<file path="src/hw/tmx_consts.svh">
// offsets, bit positions, reset values, status codes and timing for the two-wire master
`ifndef TMX_CONSTS_SVH
`define TMX_CONSTS_SVH
`define TMX_OFS_CTRL   8'h00
`define TMX_OFS_STAT   8'h04
`define TMX_OFS_DATA   8'h08
`define TMX_B_FLAG     7
`define TMX_B_ACKEN    6
`define TMX_B_STA      5
`define TMX_B_STO      4
`define TMX_B_WCOL     3
`define TMX_B_EN       2
`define TMX_B_IRQEN    0
`define TMX_DATA_RST   8'hff
`define TMX_ST_START   8'h08
`define TMX_ST_RSTART  8'h10
`define TMX_ST_AACK    8'h18
`define TMX_ST_ANAK    8'h20
`define TMX_ST_DACK    8'h28
`define TMX_ST_DNAK    8'h30
`define TMX_ST_LOST    8'h38
`define TMX_ST_RAACK   8'h40
`define TMX_ST_RANAK   8'h48
`define TMX_ST_RDACK   8'h50
`define TMX_ST_RDNAK   8'h58
`define TMX_ST_NONE    8'hf8
`define TMX_QTR_NS     2500
`define TMX_CLK_NS     100
`define TMX_QTR_CYC    ((`TMX_QTR_NS + `TMX_CLK_NS - 1) / `TMX_CLK_NS)
`endif

</file>
<file path="src/hw/tmx_pkg.sv">
// types shared by the two-wire master
`default_nettype none
package tmx_pkg;
  typedef enum logic [5:0] {
    S_IDLE  = 6'b000001,
    S_WAIT  = 6'b000010,
    S_START = 6'b000100,
    S_BITS  = 6'b001000,
    S_STOP  = 6'b010000,
    S_HOLD  = 6'b100000
  } tmx_state_t;
  typedef struct packed {
    logic scl_oe;
    logic sda_oe;
  } tmx_drive_t;
endpackage
`default_nettype wire

</file>
<file path="src/hw/tmx_master.sv">
// two-wire bus master transmitter with apb registers
// What this block does
// RQ1: four modes exist; here master transmit, and receive after a read address
// RQ2: address bit zero low keeps transmit mode, high selects receive mode
// RQ3: status codes sit in bits 7:3, prescaler bits read separately
// RQ4: bus transfer halts while the complete flag is set
// RQ5: software clears the flag by writing one with the next command
// RQ6: software sets the enable bit in every control write
// RQ7: start request waits for a free bus, then drives START
// RQ8: after START the flag sets with status 0x08
// RQ9: at 0x08 software loads address; block sends it and samples acknowledge
// RQ10: after address byte report 0x18, 0x20 or 0x38
// RQ11: data write while flag low is dropped and sets write collision
// RQ12: at 0x18 or 0x20 a loaded byte is sent and acknowledge sampled
// RQ13: start request alone sends repeated START, status 0x10
// RQ14: stop request alone sends STOP and clears the stop bit
// RQ15: both requests send STOP then START, stop bit cleared
// RQ16: at 0x10 write address keeps transmit, read address switches receive
// RQ17: repeated START keeps bus ownership, no STOP in between
// RQ18: after a refused address the same four responses apply
// RQ19: after data report 0x28 or 0x30, same four responses
// RQ20: lost arbitration reports 0x38, releases bus, may restart later
// RQ21: clock line held low while the flag is set; the code releases it after lost arbitration (0x38)
// RQ22: no flag after a STOP
// RQ23: reset leaves engine idle, bits clear, both lines released
`timescale 1ns/100ps
`default_nettype none
`include "tmx_consts.svh"
module tmx_master
  import tmx_pkg::*;
#(
  parameter int QTR_CYC = `TMX_QTR_CYC
) (
  input  wire logic        pclk,
  input  wire logic        presetn,
  input  wire logic        psel,
  input  wire logic        penable,
  input  wire logic        pwrite,
  input  wire logic [7:0]  paddr,
  input  wire logic [31:0] pwdata,
  output logic      [31:0] prdata,
  output logic             pready,
  output logic             pslverr,
  input  wire logic        scl_in,
  output logic             scl_out,
  output logic             scl_oe,
  input  wire logic        sda_in,
  output logic             sda_out,
  output logic             sda_oe,
  output logic             rx_mode
);
  tmx_state_t state;
  tmx_drive_t drv;
  logic       scl_m, scl_s, scl_d, sda_m, sda_s, sda_d;
  logic       busy, flag, acken, start_req_bit, stop_req_bit, wcol, en, irqen;
  logic [1:0] presc, q;
  logic [7:0] status, data, shreg;
  logic [3:0] bitn;
  logic       own, addr_ph, mr, ackbit;
  logic [15:0] qcnt;

  // line synchronisers; the first stage feeds nothing but the second
  always_ff @(posedge pclk or negedge presetn) begin
    if (!presetn) begin
      {scl_m, scl_s, scl_d, sda_m, sda_s, sda_d} <= 6'h3f;
    end else begin
      {scl_m, scl_s, scl_d} <= {scl_in, scl_m, scl_s};
      {sda_m, sda_s, sda_d} <= {sda_in, sda_m, sda_s};
    end
  end

  // bus busy from seen START and STOP conditions
  wire seen_start = scl_s & scl_d & sda_d & ~sda_s;
  wire seen_stop  = scl_s & scl_d & ~sda_d & sda_s;
  always_ff @(posedge pclk or negedge presetn) begin
    if (!presetn) busy <= 1'b0;
    else if (seen_start) busy <= 1'b1;
    else if (seen_stop) busy <= 1'b0;
  end

  // apb decode; zero wait states, unmapped addresses answer with an error
  wire hit_c   = paddr == `TMX_OFS_CTRL;
  wire hit_s   = paddr == `TMX_OFS_STAT;
  wire hit_d   = paddr == `TMX_OFS_DATA;
  wire acc     = psel & penable;
  wire wr_ctrl = acc & pwrite & hit_c;
  wire wr_stat = acc & pwrite & hit_s;
  wire wr_data = acc & pwrite & hit_d;
  assign pready  = 1'b1;
  assign pslverr = acc & ~(hit_c | hit_s | hit_d);
  wire [7:0] ctrl_v = {flag, acken, start_req_bit, stop_req_bit, wcol, en, 1'b0, irqen};
  wire [7:0] stat_v = {status[7:3], 1'b0, presc}; // [RQ3]
  wire [7:0] rd_v   = hit_c ? ctrl_v : hit_s ? stat_v : hit_d ? data : 8'h00;

  // read data is captured in the setup cycle so it comes from a flop
  always_ff @(posedge pclk or negedge presetn) begin
    if (!presetn) prdata <= 32'h0;
    else if (psel & ~penable) prdata <= {24'h0, rd_v};
  end

  // command: flag cleared by writing one together with enable and requests
  wire w_sta = pwdata[`TMX_B_STA];
  wire w_sto = pwdata[`TMX_B_STO];
  wire go    = wr_ctrl & pwdata[`TMX_B_FLAG] & pwdata[`TMX_B_EN]
             & (flag | (state == S_IDLE & w_sta)); // [RQ5] [RQ6]
  wire dis   = wr_ctrl & ~pwdata[`TMX_B_EN];

  // quarter-bit enable; the quarter after the clock release stalls until the line reads high,
  // so neither a stretching slave nor our own held-low clock can be overrun
  wire tick  = qcnt == 16'h0;
  wire adv   = tick & ((q != 2'h2) | scl_s);
  wire rxd   = mr & ~addr_ph;
  wire last  = bitn == 4'd8;
  wire obit  = last ? (rxd ? ~acken : 1'b1) : (rxd ? 1'b1 : shreg[7]);
  wire q3    = adv & (q == 2'd3);
  wire lose  = state == S_BITS & adv & q == 2'd2 & obit & ~sda_s
             & (last == rxd); // [RQ20]
  wire fin   = state == S_BITS & q3 & last;
  wire st_dn = state == S_START & q3;
  wire sp_dn = state == S_STOP & q3;
  wire ack   = ~ackbit;
  wire [7:0] a_code = shreg[0] ? (ack ? `TMX_ST_RAACK : `TMX_ST_RANAK)
                               : (ack ? `TMX_ST_AACK : `TMX_ST_ANAK); // [RQ10]
  wire [7:0] d_code = rxd ? (acken ? `TMX_ST_RDACK : `TMX_ST_RDNAK)
                          : (ack ? `TMX_ST_DACK : `TMX_ST_DNAK); // [RQ19]
  wire hw_set = st_dn | fin | (lose & ~fin);

  always_ff @(posedge pclk or negedge presetn) begin
    if (!presetn) qcnt <= 16'h0;
    else if (tick | state == S_IDLE | state == S_HOLD) qcnt <= 16'(QTR_CYC - 1);
    else qcnt <= qcnt - 16'h1;
  end

  // control bits; a hardware set beats a software clear in the same cycle
  always_ff @(posedge pclk or negedge presetn) begin
    if (!presetn) begin // [RQ23]
      {flag, acken, start_req_bit, stop_req_bit, wcol, en, irqen} <= 7'h0;
    end else begin
      flag <= hw_set | (flag & ~go & ~dis); // [RQ4]
      if (wr_ctrl) begin
        {acken, start_req_bit, en, irqen} <= {pwdata[`TMX_B_ACKEN], w_sta, pwdata[`TMX_B_EN], pwdata[`TMX_B_IRQEN]};
      end
      if (sp_dn) stop_req_bit <= 1'b0; // [RQ14] [RQ15]
      else if (wr_ctrl) stop_req_bit <= w_sto;
      if (wr_data) wcol <= ~flag; // [RQ11]
    end
  end

  // status register: prescaler bits are plain storage
  always_ff @(posedge pclk or negedge presetn) begin
    if (!presetn) presc <= 2'h0;
    else if (wr_stat) presc <= pwdata[1:0];
  end

  // byte engine: START, nine clocked bits, STOP, hold with clock low except after lost arbitration
  always_ff @(posedge pclk or negedge presetn) begin
    if (!presetn) begin
      state   <= S_IDLE;
      drv     <= '0;
      q       <= 2'd0;
      bitn    <= 4'd0;
      own     <= 1'b0;
      addr_ph <= 1'b0;
      mr      <= 1'b0;
      ackbit  <= 1'b1;
      shreg   <= 8'h0;
      data    <= `TMX_DATA_RST;
      status  <= `TMX_ST_NONE;
    end else if (dis) begin
      state <= S_IDLE;
      drv   <= '0;
      own   <= 1'b0;
      mr    <= 1'b0;
    end else begin
      if (wr_data & flag) data <= pwdata[7:0];
      if (go) status <= `TMX_ST_NONE;
      unique case (state)
        S_IDLE, S_HOLD: begin
          q    <= 2'd0;
          bitn <= 4'd0;
          if (go) begin
            if (!own) begin
              state <= w_sta ? S_WAIT : S_IDLE; // [RQ7] [RQ20]
              drv   <= '0;
            end else if (w_sto) begin
              state <= S_STOP; // [RQ14] [RQ15]
            end else if (w_sta) begin
              state <= S_START; // [RQ13] [RQ17]
            end else begin
              state <= S_BITS; // [RQ9] [RQ12] [RQ18]
              shreg <= data;
            end
          end
        end
        S_WAIT: begin
          if (!busy) state <= S_START; // [RQ7]
        end
        S_START: begin
          if (adv) begin
            q <= q + 2'd1;
            unique case (q)
              2'd0: drv.sda_oe <= 1'b0;
              2'd1: drv.scl_oe <= 1'b0;
              2'd2: drv.sda_oe <= 1'b1;
              2'd3: drv.scl_oe <= 1'b1;
            endcase
          end
          if (st_dn) begin
            status  <= own ? `TMX_ST_RSTART : `TMX_ST_START; // [RQ8] [RQ13]
            own     <= 1'b1;
            addr_ph <= 1'b1;
            state   <= S_HOLD;
          end
        end
        S_BITS: begin
          if (adv) begin
            q <= q + 2'd1;
            unique case (q)
              2'd0: drv.sda_oe <= ~obit;
              2'd1: drv.scl_oe <= 1'b0;
              2'd2: if (last) ackbit <= sda_s;
              2'd3: drv.scl_oe <= 1'b1;
            endcase
            if (q == 2'd3 & !last) begin
              shreg <= {shreg[6:0], sda_s};
              bitn  <= bitn + 4'd1;
            end
          end
          if (lose) begin
            state  <= S_HOLD;
            status <= `TMX_ST_LOST; // [RQ20]
            own    <= 1'b0;
            mr     <= 1'b0;
            drv    <= '0;
          end else if (fin) begin
            state   <= S_HOLD;
            addr_ph <= 1'b0;
            drv.sda_oe <= 1'b0;
            if (addr_ph) begin
              mr     <= shreg[0]; // [RQ1] [RQ2] [RQ16]
              status <= a_code;
            end else begin
              status <= d_code;
              if (rxd) data <= shreg;
            end
          end
        end
        S_STOP: begin
          if (adv) begin
            q <= q + 2'd1;
            unique case (q)
              2'd0: drv <= '{scl_oe: 1'b1, sda_oe: 1'b1};
              2'd1: drv.scl_oe <= 1'b0;
              2'd2: drv.sda_oe <= 1'b0;
              2'd3: drv <= '0;
            endcase
          end
          if (sp_dn) begin
            own   <= 1'b0;
            mr    <= 1'b0;
            state <= start_req_bit ? S_WAIT : S_IDLE; // [RQ15] [RQ22]
          end
        end
      endcase
    end
  end

  // open-drain pins: only ever pull low
  assign scl_out = 1'b0;
  assign sda_out = 1'b0;
  assign scl_oe  = drv.scl_oe; // [RQ21]
  assign sda_oe  = drv.sda_oe;
  assign rx_mode = mr;
endmodule // tmx_master
`default_nettype wire

</file>
<file path="config.mk">
export PLATFORM = sky130hd
export DESIGN_NAME = tmx_master
export DESIGN_NICKNAME = d
export VERILOG_FILES = /design/src/hw/tmx_pkg.sv /design/src/hw/tmx_master.sv
export VERILOG_INCLUDE_DIRS = /design/src /design/src/hw
export SDC_FILE = /design/constraint.sdc
export NUM_CORES = 1
export LEC_CHECK = 0
export ABC_CLOCK_PERIOD_IN_PS = 3700
export BUFFER_PORTS_ARGS = -buffer_cell sky130_fd_sc_hd__buf_4
export CAP_MARGIN = 5
export CELL_PAD_IN_SITES_DETAIL_PLACEMENT = 1
export CELL_PAD_IN_SITES_GLOBAL_PLACEMENT = 2
export CORE_UTILIZATION = 36
export CTS_CLUSTER_DIAMETER = 50
export DETAILED_ROUTE_END_ITERATION = 8
export PLACE_DENSITY = 0.92
export SYNTH_ARGS = -nofsm -noshare
export SYNTH_HDL_FRONTEND = slang
export SYNTH_SLANG_ARGS = --single-unit
export TNS_END_PERCENT = 5
</file>
<file path="constraint.sdc">
create_clock -name pclk -period 3.7 [get_ports pclk]
set_input_delay 0.74 -clock pclk [delete_from_list [all_inputs] [get_ports pclk]]
set_output_delay 0.74 -clock pclk [all_outputs]
set_load 0.05 [all_outputs]
</file>
# == Yosys cells after proc, flatten, opt, wreduce, memory -nomap -nowiden ==
# Cells that the tools add are included.
# totals
regBits,82
output_inout_bits,39
input_bits,47
elab_cells,236
# classes
bitwise,55
n_mux,83
reduce_logical,26
n_addsub,3
eq_ne,40
# op_table
op,n
8-bit two-way mux,19
6-bit two-way mux,8
1-bit bitwise AND,34
8-bit one-hot mux with 2 select lines,2
6-bit one-hot mux with 5 select lines,1
"3-bit != test, second input constant",8
1-bit two-way mux,21
7-bit two-way mux,3
4-bit two-way mux,5
5-bit two-way mux,4
2-bit two-way mux,9
"2-bit != test, second input constant",9
16-bit zero test,1
16-bit two-way mux,1
"16-bit by 1-bit subtractor with 16-bit output, second input constant",1
5-bit AND reduction,3
"4-bit by 3-bit != test with 1-bit output, second input constant",3
"4-bit != test, second input constant",3
1-bit inverter,12
1-bit one-hot mux with 2 select lines,6
4-bit AND reduction,3
2-bit nonzero test,5
1-bit OR,9
9-bit AND reduction,1
other kinds (32),36

# == Depth between registers and ports, before layout ==
# depth
ltp_word,11
ltp_mapped,11
depth_no_buf,9

# == Worst setup path before layout ==
# Ideal clock, no wire load.
# synth_timing
kind,input -> output
from,in paddr[2]
to,out pslverr
stages,3
slack_ns,0.926
arrival_time_ns,2.034
path_buffers,1
required_time_ns,2.960
path_cell_list,buf_1 -> nand2_1 -> a31oi_1
# synth_via
elab_chain_cells,5
word_cells_on_any_way,7
cone_classes,2 x eq/ne; 4 x bitwise; 1 x reduce/logical
# synth_rtl
item,line_no,text
from (decl),tmx_master.sv:39,"input wire logic [7:0] paddr,"
8-bit by 3-bit == test with 1-bit output (no source line) or 8-bit zero test (tied branches),-,
1-bit OR,tmx_master.sv:90,assign pslverr = acc & ~(hit_c | hit_s | hit_d);
1-bit OR *,tmx_master.sv:90,
1-bit inverter *,tmx_master.sv:90,
1-bit bitwise AND *,tmx_master.sv:90,
to (decl),tmx_master.sv:43,"output logic pslverr,"
# Every way passes the cells marked *; elsewhere a longest branch is shown, timed or not.

# == Worst setup path in the final report ==
# layout_timing
from,in paddr[1]
to,reg state[0]
# layout_via
elab_chain_cells,7
word_cells_on_any_way,13
cone_classes,5 x eq/ne; 1 x mux; 5 x bitwise; 2 x reduce/logical
# layout_rtl
item,line_no,text
8-bit zero test (no source line) *,-,
1-bit bitwise AND *,tmx_master.sv:86,wire wr_ctrl = acc & pwrite & hit_c;
1-bit bitwise AND (3 in a row),tmx_master.sv:104,wire go = wr_ctrl & pwdata[`TMX_B_FLAG] & pwdata[`TMX_B_EN]
3-bit != test (no source line),-,
5-bit AND reduction (no source line),-,
to (signal assigned),tmx_master.sv:183,state <= w_sta ? S_WAIT : S_IDLE;
to (signal assigned),tmx_master.sv:261,state <= start_req_bit ? S_WAIT : S_IDLE;
to (decl),tmx_master.sv:52,tmx_state_t state;
# Marks and branches as above.
# A chain may end at the register's enable or synchronous reset.

==> results.md <==
* Status: completed
* Top cell type's share of synthesized area at 31.2%
* Layout cells sized above 1 at 18.0%
* Final critical-path required period at 2850 ps
* Synth cell types at 66
* DR vias/cell at 5.42
* Yosys top cell by area: dfrtp_1
* Worst-path clk slew at 70 ps
* TritonRoute pass-1 iters at 4
* Max FO, Critical Path at 8
* Global-route wire length before repair at 20700 um
* Post-synth EDFFs at 0
* WP data required at 3980 ps
* Area grow syn2layout at 12.9%
* Seq/Total Area, Yosys at 43.0%
* Post-synthesis instance area at 0.00465 sq mm
* IR drop worst, VDD at 0.000356 V
* P_leak at 2.26 nW
* Max-Cap Viols at 0
* Hold Crit Class: flop to flop
* Async set-or-reset flop fraction in the synthesized netlist at 100%
* Num CTS Buffers at 9
* Setup violations, final at 0
* Die width at 116 um
* Clock sink count at 79
* Post-CTS Resized at 0
* Crit Path Category: input pin to flop
* Actual transition at the worst max-transition pin at 1020 ps
* HPWL Detailed at 9230 um
* TritonCTS clock tree: yes
* Core Area at 0.0126 sq mm
* Antenna violations before repair at 0
* Hold-fix buffers, CTS at 0
* Average size of a mapped cell at 8.92 sq um
* Global route hottest layer: met2
* CTS H-tree lvls at 3
* Power Dens Cells at 588 mW/mm^2
* Ports at 86
* Crit path arrival time at 3130 ps
* Commonest cells post-synth: nor2_1, nand2_1, dfrtp_1
* Syn Inst Count at 522
* Final Wtd Congestion at 0.830
* RSZ-0062 raised after global routing: false
* CP endpoint kind: flop
* YS warnings at 0
* Overall power at 0.00309 W
* Filler cell count in the final layout at 1500
* Clk buf depth at 2
* Setup Skew at 13.4 ps
* Final wirelength at 12600 um
* Met3 usage at 5.60%
* Hold Vio Cnt, Final at 0
* Setup crit start kind: input pin
* Setup TNS Final at 0 ps
* Slew headroom at 32.0%
* Initial core utilization at 36.9%
* Via count at 3945
* Main synth FF type: dfrtp_1
* Final period utilization at 77.0%
* Final Slew Violations at 0
* Met2 global-route usage at 34.1%
* Cells taking the most area after synthesis: dfrtp_1, dfstp_2, nor2_1, nand2_1, buf_4
* Root buf cell: clkbuf_16
* #FFs+latches synth at 79
* WL/cell at 17.3 um
* Pin count of the biggest net entering global routing at 80
* Final-stage net count at 607
* Total GRT Usage at 20.3%
* Achievable frequency at 351 MHz
* Number of global-route vias before repair at 4021
* I/O Buffers at 34
* Iter 0 DRT Violations at 228
* Final ANT Viol Nets at 0
* Most numerous cell in the Yosys netlist: nor2_1
* Hold slack at 356 ps
* Die height at 116 um
* # Post-CTS Setup Buffers at 0
* Antenna diodes at 0
* Congestion Overflow GR at 0
* Grt met1 use at 25.2%
* Worst skew pair latency at 350 ps
* Die area at 0.0134 sq mm
* Row count at 41
* DRC viols at 0
[where the power goes]
| group | internal (W) | switching (W) |
|---|---|---|
| clock | 0.000526 | 0.000373 |
| sequential | 0.00100 | 0.000158 |
| combinational | 0.000379 | 0.000654 |
[final timing paths]
check,from,to,slack [ps],cells past startpoint
hold / removal,sda_m$_DFF_PN1_,sda_s$_DFF_PN1_,360,0
min in group asynchronous,presetn,state[3]$_DFFE_PN0P_,550,1
setup / recovery,paddr[1],state[0]$_DFFE_PN1P_,850,8
setup reg to reg,state[1]$_DFFE_PN0P_,state[0]$_DFFE_PN1P_,910,6
hold reg to reg,sda_m$_DFF_PN1_,sda_s$_DFF_PN1_,360,0
max in group asynchronous,presetn,qcnt[11]$_DFF_PN0_,2470,1
[flip-flops by register name, summed over array words and instances, names as in the netlist, 2 cells and up]
| register | flops |
|---|---|
| q | 2 |
| status | 5 |
| bitn | 4 |
| shreg | 8 |
| state | 6 |
| data | 8 |
| presc | 2 |
| qcnt | 16 |
| prdata | 8 |
[worst max-delay path, stage by stage]
cell      delay, ps
buf_4           120
nor4_4          340
and4b_1         520
and2_1          340
nor2_1          130
a221oi_2        420
o31ai_1         190
mux2_2          310
[placed cells by master, fill, tap and decap left out, types with 5 or more instances in the layout]
cell	n
a21oi_1	26
a22o_1	8
a31oi_1	13
buf_4	40
clkbuf_16	9
conb_1	27
dfrtp_1	58
dfstp_2	21
ha_1	9
inv_1	22
mux2_2	8
mux2i_1	10
nand2_1	65
nand2b_1	5
nand3_1	10
nand4_1	10
nor2_1	66
nor2b_1	5
nor3_1	9
nor4_1	6
o21ai_0	33
o22ai_1	9
o31ai_1	7
xnor2_1	7
xor2_1	5
[cell families after synthesis]
| kind of cell | synth area share [%] |
|---|---|
| adder cells (fa/ha/maj) | 2.42 |
| buffers and inverters | 8.36 |
| XOR/XNOR | 2.26 |
| AO/OA/AOI/OAI | 17.2 |
| other | 0.161 |
| multiplexers | 4.09 |
| AND/OR/NAND/NOR | 22.4 |
| flip-flops | 43.0 |
[metrics by stage]
step	cells	util, %	worst slack, ps	cell area, sq um
after floorplan	547	-	926	4750
after global placement	712	39.3	548	4960
after detailed placement	712	39.3	510	4960
after CTS	728	41.6	873	5260
after global routing	728	41.6	712	5260
final	728	41.6	850	5260
[layer usage]
layer	vias to the layer above	routed length, um
met5	-	0
met4	0	230
met3	20	578
met2	99	6150
met1	1968	5650
li1	1858	-
[layout make-up]
class	instances	area (sq um)	share of cell area, %
Clock inverter	6	68.8	1.31
Timing Repair Buffer	40	300	5.71
Multi-Input combinational cell	399	2360	44.8
Clock buffer	10	229	4.36
Inverter	22	82.6	1.57
Tap cell	172	215	4.10
Sequential cell	79	2000	38.1
(Power assumes the default switching activity.)
